<file path="src/shared/ssar_pkg.sv">
// Shared constants, types and helpers of the stereo serial audio link
`default_nettype none
package ssar_pkg;
    // Framing formats
    typedef enum logic [1:0] {
        SSAR_FMT_I2S,
        SSAR_FMT_LEFT,
        SSAR_FMT_RIGHT
    } ssar_fmt_t;

    // Slot length selection: 32, 48 or 64 bit clocks per sample period
    localparam logic [1:0] SLOT_SEL_16 = 2'h0;
    localparam logic [1:0] SLOT_SEL_24 = 2'h1;
    localparam logic [1:0] SLOT_SEL_32 = 2'h2;
    localparam logic [5:0] SLOT_LEN_16 = 6'h10;
    localparam logic [5:0] SLOT_LEN_24 = 6'h18;
    localparam logic [5:0] SLOT_LEN_32 = 6'h20;

    // Word widths accepted and delivered
    localparam int OUT_W = 24;
    localparam logic [5:0] WORD_MIN = 6'h10;
    localparam logic [5:0] WORD_MAX = 6'h18;
    localparam logic [5:0] CNT_SAT = 6'h3F;

    // Timing
    localparam int CLK_PERIOD_NS = 10;
    localparam int BCLK_PERIOD_NS = 160;
    localparam int BCLK_HALF_CYC = BCLK_PERIOD_NS / (2 * CLK_PERIOD_NS);
    localparam int SS_MIN_FRAME_NS = 20000;
    localparam int SS_MIN_FRAME_CYC = (SS_MIN_FRAME_NS + CLK_PERIOD_NS - 1) / CLK_PERIOD_NS;

    // Reset values
    localparam logic [5:0] POS_RST = 6'h00;
    localparam logic [OUT_W-1:0] WORD_RST = 24'h000000;

    // Slot length in bit clocks for a selection code
    function automatic logic [5:0] ssar_slot_len(input logic [1:0] sel);
        case (sel)
            SLOT_SEL_16: return SLOT_LEN_16;
            SLOT_SEL_24: return SLOT_LEN_24;
            default: return SLOT_LEN_32;
        endcase
    endfunction
endpackage
`default_nettype wire

</file>
<file path="src/shared/ssar_link_if.sv">
// Serial audio link wires between the source and the receiver
`timescale 1ns/1ns
`default_nettype none
interface ssar_link_if;
    logic bit_clk;
    logic frame_select;
    logic serial_data;

    // Source drives every wire
    modport src (
        output bit_clk,
        output frame_select,
        output serial_data
    );

    // Receiver only listens
    modport rcv (
        input bit_clk,
        input frame_select,
        input serial_data
    );
endinterface
`default_nettype wire

</file>
<file path="src/hw/ssar_rcv.sv">
// Receiver end: serial audio decoder delivering stereo pairs
// Functional notes
// - Software mode adds left and right aligned framing
// - Hardware mode: I2S only, 32/48/64 ratios
// - Double speed only in software mode
// - I2S: frame select low left, high right
// - Source clocks 32/48/64 bits per sample
// - I2S: MSB one bit after select change
// - MSB first two's complement, rising edge capture
// - Left aligned: frame select high means left
// - Left aligned: MSB with the select change
// - Left aligned: MSB first, rising edge capture
// - Accept 16 to 24 bits, zero trailing bits
// - Stereo bridged or paralleled mono output selectable
// - Shutdown, fault, soft clip pins work in software
// - Hardware mode settings come from static pins
// - Right aligned: LSB last, leading bits zero
`timescale 1ns/1ns
`default_nettype none
module ssar_rcv
    import ssar_pkg::*;
#(
    parameter int DEPTH = 2,
    parameter int MIN_FRAME_CYC = SS_MIN_FRAME_CYC
) (
    input wire logic clk,
    input wire logic nrst,
    ssar_link_if.rcv link,
    input wire logic hw_mode,
    input wire logic hw_mono_sel,
    input wire logic [1:0] cfg_format,
    input wire logic cfg_double_speed,
    input wire logic [5:0] cfg_word_len,
    input wire logic cfg_mono,
    input wire logic amp_shutdown_n,
    input wire logic soft_clip_select,
    output logic amp_fault_n,
    output logic clip_enable,
    output logic mono_active,
    output logic double_speed_active,
    output logic overrun,
    output logic pair_valid,
    input wire logic pair_ready,
    output logic [OUT_W-1:0] pair_left,
    output logic [OUT_W-1:0] pair_right
);
    localparam int AW = (DEPTH > 1) ? $clog2(DEPTH) : 1;
    localparam int PW = 2 * OUT_W;

    // Pin synchroniser bits
    localparam int P_BCLK = 0;
    localparam int P_FS = 1;
    localparam int P_SD = 2;
    localparam int P_SDN = 3;
    localparam int P_CLIP = 4;
    localparam int P_HW = 5;
    localparam int P_MONO = 6;

    logic [6:0] pin_s1_ff;
    logic [6:0] pin_s2_ff;
    logic bclk_s3_ff;
    logic fs_prev_ff;
    logic chan_ff;
    logic chan_ok_ff;
    logic started_ff;
    logic frame_seen_ff;
    logic got_left_ff;
    logic fault_ff;
    logic overrun_ff;
    logic clip_ff;
    logic mono_ff;
    logic dbl_ff;
    logic [31:0] sh_ff;
    logic [5:0] cnt_ff;
    logic [15:0] frm_ff;
    logic [OUT_W-1:0] left_ff;
    logic [PW-1:0] mem_ff [DEPTH];
    logic [AW-1:0] wr_ff;
    logic [AW-1:0] rd_ff;
    logic [AW:0] count_ff;

    logic [6:0] pins;
    logic bclk_rise;
    logic run;
    logic hw;
    logic [1:0] fmt_eff;
    logic dbl_eff;
    logic mono_eff;
    logic [5:0] len_eff;
    logic is_right;
    logic boundary;
    logic slot_ok;
    logic slot_err;
    logic rate_err;
    logic [OUT_W-1:0] word;
    logic [OUT_W:0] sum;
    logic push_req;
    logic in_ready;
    logic push;
    logic pop;

    // Align a finished slot to the 24 bit output word
    function automatic logic [OUT_W-1:0] ssar_align(input logic [31:0] sh, input logic [5:0] cnt,
                                                    input logic [5:0] len, input logic rj);
        logic [31:0] w;
        logic [OUT_W-1:0] keep;
        keep = ~(24'hFFFFFF >> len);
        if (rj) begin
            w = (sh & ~(32'hFFFFFFFF << len)) << (WORD_MAX - len);
        end else if (cnt >= WORD_MAX) begin
            w = sh >> (cnt - WORD_MAX);
        end else begin
            w = sh << (WORD_MAX - cnt);
        end
        return w[OUT_W-1:0] & keep;
    endfunction

    assign pins = {hw_mono_sel, hw_mode, soft_clip_select, amp_shutdown_n,
                   link.serial_data, link.frame_select, link.bit_clk};

    // Two-stage synchroniser on every pin, plus bit clock edge stage
    always_ff @(posedge clk or negedge nrst) begin
        if (!nrst) begin
            pin_s1_ff <= 7'h00;
            pin_s2_ff <= 7'h00;
            bclk_s3_ff <= 1'b0;
        end else begin
            pin_s1_ff <= pins;
            pin_s2_ff <= pin_s1_ff;
            bclk_s3_ff <= pin_s2_ff[P_BCLK];
        end
    end

    // Effective settings: hardware mode overrides configuration
    assign bclk_rise = pin_s2_ff[P_BCLK] & ~bclk_s3_ff;
    assign run = pin_s2_ff[P_SDN];
    assign hw = pin_s2_ff[P_HW];
    assign fmt_eff = hw ? SSAR_FMT_I2S : cfg_format;
    assign dbl_eff = hw ? 1'b0 : cfg_double_speed;
    assign mono_eff = hw ? pin_s2_ff[P_MONO] : cfg_mono;
    assign len_eff = hw ? WORD_MAX : (cfg_word_len < WORD_MIN) ? WORD_MIN :
                     (cfg_word_len > WORD_MAX) ? WORD_MAX : cfg_word_len;

    // I2S slots start one bit late, so it uses the select seen one edge back
    assign is_right = (fmt_eff == SSAR_FMT_I2S) ? fs_prev_ff : ~pin_s2_ff[P_FS];
    // The first rise only loads the channel, so a reset level cannot fake a short slot
    assign boundary = bclk_rise & chan_ok_ff & (is_right != chan_ff);
    assign slot_ok = (cnt_ff == SLOT_LEN_16) || (cnt_ff == SLOT_LEN_24) ||
                     (cnt_ff == SLOT_LEN_32);
    assign slot_err = boundary & started_ff & ~slot_ok;
    assign rate_err = boundary & ~is_right & frame_seen_ff & ~dbl_eff &
                      (frm_ff < 16'(MIN_FRAME_CYC));
    assign word = ssar_align(sh_ff, cnt_ff, len_eff, fmt_eff == SSAR_FMT_RIGHT);
    assign sum = {left_ff[OUT_W-1], left_ff} + {word[OUT_W-1], word};

    // Bit capture, MSB first, on each rising bit clock
    always_ff @(posedge clk or negedge nrst) begin
        if (!nrst) begin
            fs_prev_ff <= 1'b0;
            chan_ff <= 1'b0;
            chan_ok_ff <= 1'b0;
            sh_ff <= 32'h00000000;
            cnt_ff <= 6'h00;
        end else if (bclk_rise) begin
            fs_prev_ff <= pin_s2_ff[P_FS];
            chan_ff <= is_right;
            chan_ok_ff <= 1'b1;
            if (boundary) begin
                sh_ff <= {31'h00000000, pin_s2_ff[P_SD]};
                cnt_ff <= 6'h01;
            end else begin
                sh_ff <= {sh_ff[30:0], pin_s2_ff[P_SD]};
                cnt_ff <= (cnt_ff == CNT_SAT) ? cnt_ff : cnt_ff + 6'h01;
            end
        end
    end

    // Frame tracking, left word holding and frame period count
    always_ff @(posedge clk or negedge nrst) begin
        if (!nrst) begin
            started_ff <= 1'b0;
            frame_seen_ff <= 1'b0;
            got_left_ff <= 1'b0;
            left_ff <= WORD_RST;
            frm_ff <= 16'h0000;
        end else if (!run) begin
            started_ff <= 1'b0;
            frame_seen_ff <= 1'b0;
            got_left_ff <= 1'b0;
            frm_ff <= 16'h0000;
        end else begin
            frm_ff <= (boundary && !is_right) ? 16'h0000 :
                      (frm_ff == 16'hFFFF) ? frm_ff : frm_ff + 16'h0001;
            if (boundary) begin
                started_ff <= 1'b1;
                if (!is_right && started_ff) begin
                    frame_seen_ff <= 1'b1;
                end
                if (!chan_ff && started_ff) begin
                    left_ff <= word;
                    got_left_ff <= slot_ok;
                end else if (chan_ff) begin
                    got_left_ff <= 1'b0;
                end
            end
        end
    end

    // Fault latch: set wins, cleared only while shutdown is held low
    always_ff @(posedge clk or negedge nrst) begin
        if (!nrst) begin
            fault_ff <= 1'b0;
            overrun_ff <= 1'b0;
        end else begin
            fault_ff <= (slot_err | rate_err) ? 1'b1 : (run ? fault_ff : 1'b0);
            overrun_ff <= (push_req & ~in_ready) ? 1'b1 : (run ? overrun_ff : 1'b0);
        end
    end

    // Status pins stay live in both control modes
    always_ff @(posedge clk or negedge nrst) begin
        if (!nrst) begin
            clip_ff <= 1'b0;
            mono_ff <= 1'b0;
            dbl_ff <= 1'b0;
        end else begin
            clip_ff <= pin_s2_ff[P_CLIP];
            mono_ff <= mono_eff;
            dbl_ff <= dbl_eff;
        end
    end

    assign amp_fault_n = ~fault_ff;
    assign clip_enable = clip_ff;
    assign mono_active = mono_ff;
    assign double_speed_active = dbl_ff;
    assign overrun = overrun_ff;

    // Completed right slot closes the frame and yields one pair
    assign push_req = boundary & chan_ff & got_left_ff & slot_ok & run & ~fault_ff;
    assign in_ready = (count_ff < (AW+1)'(DEPTH));
    assign push = push_req & in_ready;
    assign pop = pair_valid & pair_ready;

    // Pair buffer between decoder and audio path
    always_ff @(posedge clk or negedge nrst) begin
        if (!nrst) begin
            for (int i = 0; i < DEPTH; i++) begin
                mem_ff[i] <= {PW{1'b0}};
            end
            wr_ff <= '0;
            rd_ff <= '0;
            count_ff <= '0;
        end else begin
            if (push) begin
                mem_ff[wr_ff] <= mono_eff ? {sum[OUT_W:1], sum[OUT_W:1]} : {left_ff, word};
                wr_ff <= (wr_ff == AW'(DEPTH - 1)) ? '0 : wr_ff + AW'(1);
            end
            if (pop) begin
                rd_ff <= (rd_ff == AW'(DEPTH - 1)) ? '0 : rd_ff + AW'(1);
            end
            count_ff <= count_ff + (AW+1)'(push) - (AW+1)'(pop);
        end
    end

    assign pair_valid = (count_ff != '0);
    assign pair_left = mem_ff[rd_ff][PW-1:OUT_W];
    assign pair_right = mem_ff[rd_ff][OUT_W-1:0];
endmodule
`default_nettype wire

</file>
<file path="src/flat_wrapper.sv">
// flat-port wrapper written by rule: the top's interface ports become plain ports
module ssar_rcv_flat import ssar_pkg::*;
#(
    parameter int DEPTH = 2,
    parameter int MIN_FRAME_CYC = SS_MIN_FRAME_CYC
)
  (clk, nrst, hw_mode, hw_mono_sel, cfg_format, cfg_double_speed, cfg_word_len, cfg_mono, amp_shutdown_n, soft_clip_select, amp_fault_n, clip_enable, mono_active, double_speed_active, overrun, pair_valid, pair_ready, pair_left, pair_right, link_bit_clk, link_frame_select, link_serial_data);
  ssar_link_if link_i ();
  input wire logic clk;
  input wire logic nrst;
  input wire logic hw_mode;
  input wire logic hw_mono_sel;
  input wire logic [1:0] cfg_format;
  input wire logic cfg_double_speed;
  input wire logic [5:0] cfg_word_len;
  input wire logic cfg_mono;
  input wire logic amp_shutdown_n;
  input wire logic soft_clip_select;
  output logic amp_fault_n;
  output logic clip_enable;
  output logic mono_active;
  output logic double_speed_active;
  output logic overrun;
  output logic pair_valid;
  input wire logic pair_ready;
  output logic [OUT_W-1:0] pair_left;
  output logic [OUT_W-1:0] pair_right;
  input wire logic [$bits(link_i.bit_clk)-1:0] link_bit_clk;
  input wire logic [$bits(link_i.frame_select)-1:0] link_frame_select;
  input wire logic [$bits(link_i.serial_data)-1:0] link_serial_data;
  assign link_i.bit_clk = link_bit_clk;
  assign link_i.frame_select = link_frame_select;
  assign link_i.serial_data = link_serial_data;
  ssar_rcv #(.DEPTH(DEPTH), .MIN_FRAME_CYC(MIN_FRAME_CYC)) u_core (.clk(clk), .nrst(nrst), .link(link_i), .hw_mode(hw_mode), .hw_mono_sel(hw_mono_sel), .cfg_format(cfg_format), .cfg_double_speed(cfg_double_speed), .cfg_word_len(cfg_word_len), .cfg_mono(cfg_mono), .amp_shutdown_n(amp_shutdown_n), .soft_clip_select(soft_clip_select), .amp_fault_n(amp_fault_n), .clip_enable(clip_enable), .mono_active(mono_active), .double_speed_active(double_speed_active), .overrun(overrun), .pair_valid(pair_valid), .pair_ready(pair_ready), .pair_left(pair_left), .pair_right(pair_right));
endmodule
</file>
<file path="config.mk">
export PLATFORM = sky130hd
export DESIGN_NAME = ssar_rcv_flat
export DESIGN_NICKNAME = d
export VERILOG_FILES = /design/src/shared/ssar_pkg.sv /design/src/shared/ssar_link_if.sv /design/src/hw/ssar_rcv.sv /design/src/flat_wrapper.sv
export SDC_FILE = /design/constraint.sdc
export NUM_CORES = 1
export LEC_CHECK = 0
export ABC_AREA = 1
export BUFFER_PORTS_ARGS = -buffer_cell sky130_fd_sc_hd__buf_4
export CORE_AREA = 10 10 168 170
export CTS_CLUSTER_SIZE = 10
export DETAILED_ROUTE_END_ITERATION = 16
export DIE_AREA = 0 0 178 180
export GPL_TIMING_DRIVEN = 0
export PLACE_DENSITY = 0.76
export SLEW_MARGIN = 0
export SYNTH_ARGS = -nofsm -noshare
export SYNTH_HDL_FRONTEND = slang
export SYNTH_SLANG_ARGS = --single-unit
export TNS_END_PERCENT = 5
</file>
<file path="constraint.sdc">
create_clock -name clk -period 5.4 [get_ports clk]
set_input_delay 0.27 -clock clk [delete_from_list [all_inputs] [get_ports clk]]
set_output_delay 0.27 -clock clk [all_outputs]
set_load 0.02 [all_outputs]
</file>
==> summary.json <==
{
  "drt.antenna.violating_nets": {"value": 0},
  "chip_width": {"value": 178, "unit": "um"},
  "worst_pin_slew": {"value": 1.115, "unit": "ns"},
  "dr.pass1.iters": {"value": 8},
  "slowest_delay": {"value": 0.50, "unit": "ns"},
  "core_area": {"value": 24890, "unit": "sq um"},
  "cts.path.max_buffers": {"value": 3},
  "cts.reportedPaths.clkPinSlew": {"value": 0.06, "unit": "ns"},
  "antenna_found_initial": {"value": 0},
  "finalCoreUtilization": {"value": 0.6711},
  "dr_total_vias": {"value": 16570},
  "slew_violations": {"value": 0},
  "clock_tree.htree_level_count": {"value": 1},
  "postLayoutSetupSlackWorst": {"value": 0.1890, "unit": "ns"},
  "grt-ovfl-total": {"value": 0},
  "final.min_clock_period": {"value": 5.211, "unit": "ns"},
  "hpwl": {"value": 42500, "unit": "um"},
  "report.power.total": {"value": 8.114, "unit": "mW"},
  "global_route.usage.total": {"value": 0.3366},
  "drive_above_1_share": {"value": 0.09829},
  "power_frac_comb": {"value": 0.589},
  "avgViaCountPerCell": {"value": 6.087},
  "power.clock.fraction": {"value": 0.190},
  "seq_power_share": {"value": 0.220},
  "remaining_drc_errors": {"value": 0},
  "grt_first_pass_wirelength": {"value": 86040, "unit": "um"},
  "synth_largest_type_area_fraction": {"value": 0.3462},
  "timing.max_cap.violations": {"value": 0},
  "clkLatencyLatePin": {"value": 0.54, "unit": "ns"},
  "synth_sequential_area_ratio": {"value": 0.3462},
  "tritoncts_clock_tree": {"value": "built"},
  "family_with_the_most_delay_on_the_worst_path": {"value": "simple AND/OR/NAND/NOR gates"},
  "synth_top_area_cell": {"value": "sky130_fd_sc_hd__dfrtp_1"},
  "final_hold_viol_count": {"value": 0},
  "cts-buffers-inserted": {"value": 25},
  "worstHoldPathType": {"value": "in2reg"},
  "setup_viol_count_final": {"value": 0},
  "synth-warning-count": {"value": 0},
  "timing.critical_path.fanout_max": {"value": 10},
  "yosys_register_bits": {"value": 204},
  "dp_slack": {"value": -0.6610, "unit": "ns"},
  "gp_congestion": {"value": 1.066},
  "synth_async_sr_flop_share": {"value": 1.000},
  "synth.distinct_cells": {"value": 61},
  "cpMaxStageDelayCell": {"value": "sky130_fd_sc_hd__fa_1"},
  "synthTopCellsByArea": {"value": "sky130_fd_sc_hd__dfrtp_1 35%, sky130_fd_sc_hd__nand2_1 22%, sky130_fd_sc_hd__o21ai_0 7.9%"},
  "synth_ff_type": {"value": "sky130_fd_sc_hd__dfrtp_1"},
  "path_common_cell": {"value": "sky130_fd_sc_hd__nand2_1"},
  "clock_tree.root_cell": {"value": "sky130_fd_sc_hd__clkbuf_16"},
  "syn_area_per_cell": {"value": 6.479, "unit": "sq um"},
  "wire_length_reported_by_the_detailed_router": {"value": 55860, "unit": "um"},
  "ir_drop": {"value": 0.0004017, "unit": "V"},
  "number_of_global_route_vias_before_repair": {"value": 15740},
  "post-synth-top-count-cell": {"value": "sky130_fd_sc_hd__nand2_1"},
  "p_per_area": {"value": 485.7, "unit": "nW/um^2"},
  "post_synth_most_frequent_cells": {"value": "846 x sky130_fd_sc_hd__nand2_1, 232 x sky130_fd_sc_hd__o21ai_0, 224 x sky130_fd_sc_hd__inv_1"},
  "detailedRoute.firstIterationViolations": {"value": 2098},
  "switching_power": {"value": 4.179, "unit": "mW"},
  "syn_inst": {"value": 2276},
  "grt_max_degree": {"value": 128},
  "std_cell_rows": {"value": 58},
  "floorplan.initialDensity": {"value": 0.5924},
  "synth_fp_nets": {"value": 2329},
  "fmax": {"value": 191.9, "unit": "MHz"},
  "crit_type": {"value": "reg2reg"},
  "placement.cell_area": {"value": 15740, "unit": "sq um"},
  "clock-skew-final": {"value": 0.02101, "unit": "ns"},
  "static-leakage-power": {"value": 8.713, "unit": "nW"},
  "post_synth_instance_area": {"value": 14750, "unit": "sq um"},
  "place.port_buffers": {"value": 73},
  "cellInternalPower": {"value": 3.934, "unit": "mW"},
  "status": {"value": "finished, final reports clean"},
  "timing.setup.tns": {"value": 0, "unit": "ns"},
  "min_period_over_period": {"value": 0.9650},
  "avgRoutedWirePerCell": {"value": 20.52, "unit": "um"},
  "area_delta_synth_final": {"value": 13.27, "unit": "%"},
  "crit_path_launch_type": {"value": "flop"},
  "finish.instance_area": {"value": 16700, "unit": "sq um"},
  "finalNetCount": {"value": 2439},
  "cts_sinks": {"value": 204},
  "power.share.switching": {"value": 0.5151},
  "die_y": {"value": 180, "unit": "um"},
  "timing.critical_path.to_type": {"value": "flop"},
  "arrival": {"value": 5.62, "unit": "ns"},
  "synth_edf_count": {"value": 0},
  "max-slew-margin-rel": {"value": 0.2491},
  "crit_required": {"value": 5.81, "unit": "ns"},
  "ios": {"value": 74},
  "die_footprint": {"value": 32040, "unit": "sq um"},
  "cp_num_buf_inv": {"value": 8}
}
-- registers in the layout, indices dropped and copies added (netlist names), 2 cells and up --
| signal | cells |
|---|---|
| u_core.sh_ff | 32 |
| u_core.left_ff | 24 |
| u_core.cnt_ff | 6 |
| u_core.count_ff | 2 |
| u_core.mem_ff | 96 |
| u_core.frm_ff | 16 |
| u_core.pin_s1_ff | 7 |
| u_core.pin_s2_ff | 7 |
-- metal layers --
metal	vias to the layer above	wire, um	track usage
met5	-	0	0
li1	7633	-	-
met1	7677	20350	0.3971
met4	0	4595	0.2352
met2	1031	26440	0.5543
met3	228	4478	0.04401
-- repair_timing --
| item | 4_1_cts | 5_1_grt |
|---|---|---|
| hold endpoints to repair | 85 | 0 |
| hold buffers | 9 | 0 |
| resized for setup | 22 | 47 |
| pin swaps | 0 | 6 |
| setup endpoints to repair | 34 | 46 |
| setup buffers | 0 | 1 |
-- metrics by stage --
stage          cells  hold slack [ns]
5_1_grt         2721          0.09958
3_5_place_dp    2680           0.3018
3_3_place_gp    2679           0.3320
4_1_cts         2721          0.08634
2_1_floorplan   2276         -0.02559
6_report        2722          0.09096
-- path summary, 6_finish.rpt --
check,start,endpoint,slack [ns],depth (start not counted)
min reg2reg,u_core.pin_s1_ff[4],u_core.pin_s2_ff[4],0.35,0
max,u_core.cnt_ff[0],u_core.mem_ff[11],0.19,32
min,pair_ready,u_core.rd_ff,0.09,3
min in group asynchronous,nrst,u_core.mono_active,0.31,2
max reg2reg,u_core.cnt_ff[0],u_core.mem_ff[11],0.19,32
max in group asynchronous,nrst,u_core.pin_s1_ff[1],3.97,3
-- cell usage in the layout, fill, tap and decap left out, drive strengths merged, types with 10 or more instances in the layout --
master  count
nand2     854
o21ai     278
inv       241
dfrtp     204
nand3     133
nor2      129
buf       126
a21oi     103
clkbuf     89
a31oi      38
ha         32
o211ai     23
nor3       21
nand4      12
mux2i      10
-- final cells by class --
cell class	instances	area [sq um]
Buffer	112	620.6
Timing Repair Buffer	84	680.7
Clock buffer	28	646.9
Clock inverter	4	62.56
Inverter	242	918.4
Tap cell	330	412.9
Fill cell	2137	8188
Antenna cell	1	2.502
Sequential cell	204	5105
Multi-Input combinational cell	1717	8254
-- worst register-to-register path: cells and delay by family (launching register included) --
kind	cells	cell delay, ns
adders and majority gates	2	0.70
AOI/OAI and AO/OA	8	1.19
buffers and inverters	8	1.10
xor gates and xnor gates	1	0.13
DFF	1	0.41
and+or+nand+nor	13	1.56
-- power by group through the flow --
stage | logic, mW | registers, mW | clock network [mW]
2_1_floorplan | 3.02 | 1.75 | 0
3_3_place_gp | 4.47 | 1.80 | 0
4_1_cts | 4.54 | 1.78 | 1.52
6_report | 4.78 | 1.79 | 1.54
3_5_place_dp | 4.48 | 1.80 | 0
5_1_grt | 5.16 | 1.79 | 1.60
-- cell families (layout without fill, tap and decap cells) --
group / after synthesis / after routing / share of synthesized area
flops: 204 / 204 / 0.3462
mux: 10 / 10 / 0.006788
buf+inv: 355 / 470 / 0.1028
xor+xnor: 10 / 10 / 0.006449
fa+ha+maj: 33 / 33 / 0.02851
other cells: 0 / 1 / 0
simple gates: 1166 / 1166 / 0.3212
compound gates: 498 / 498 / 0.1880
Power figures use the tool's default switching activity.
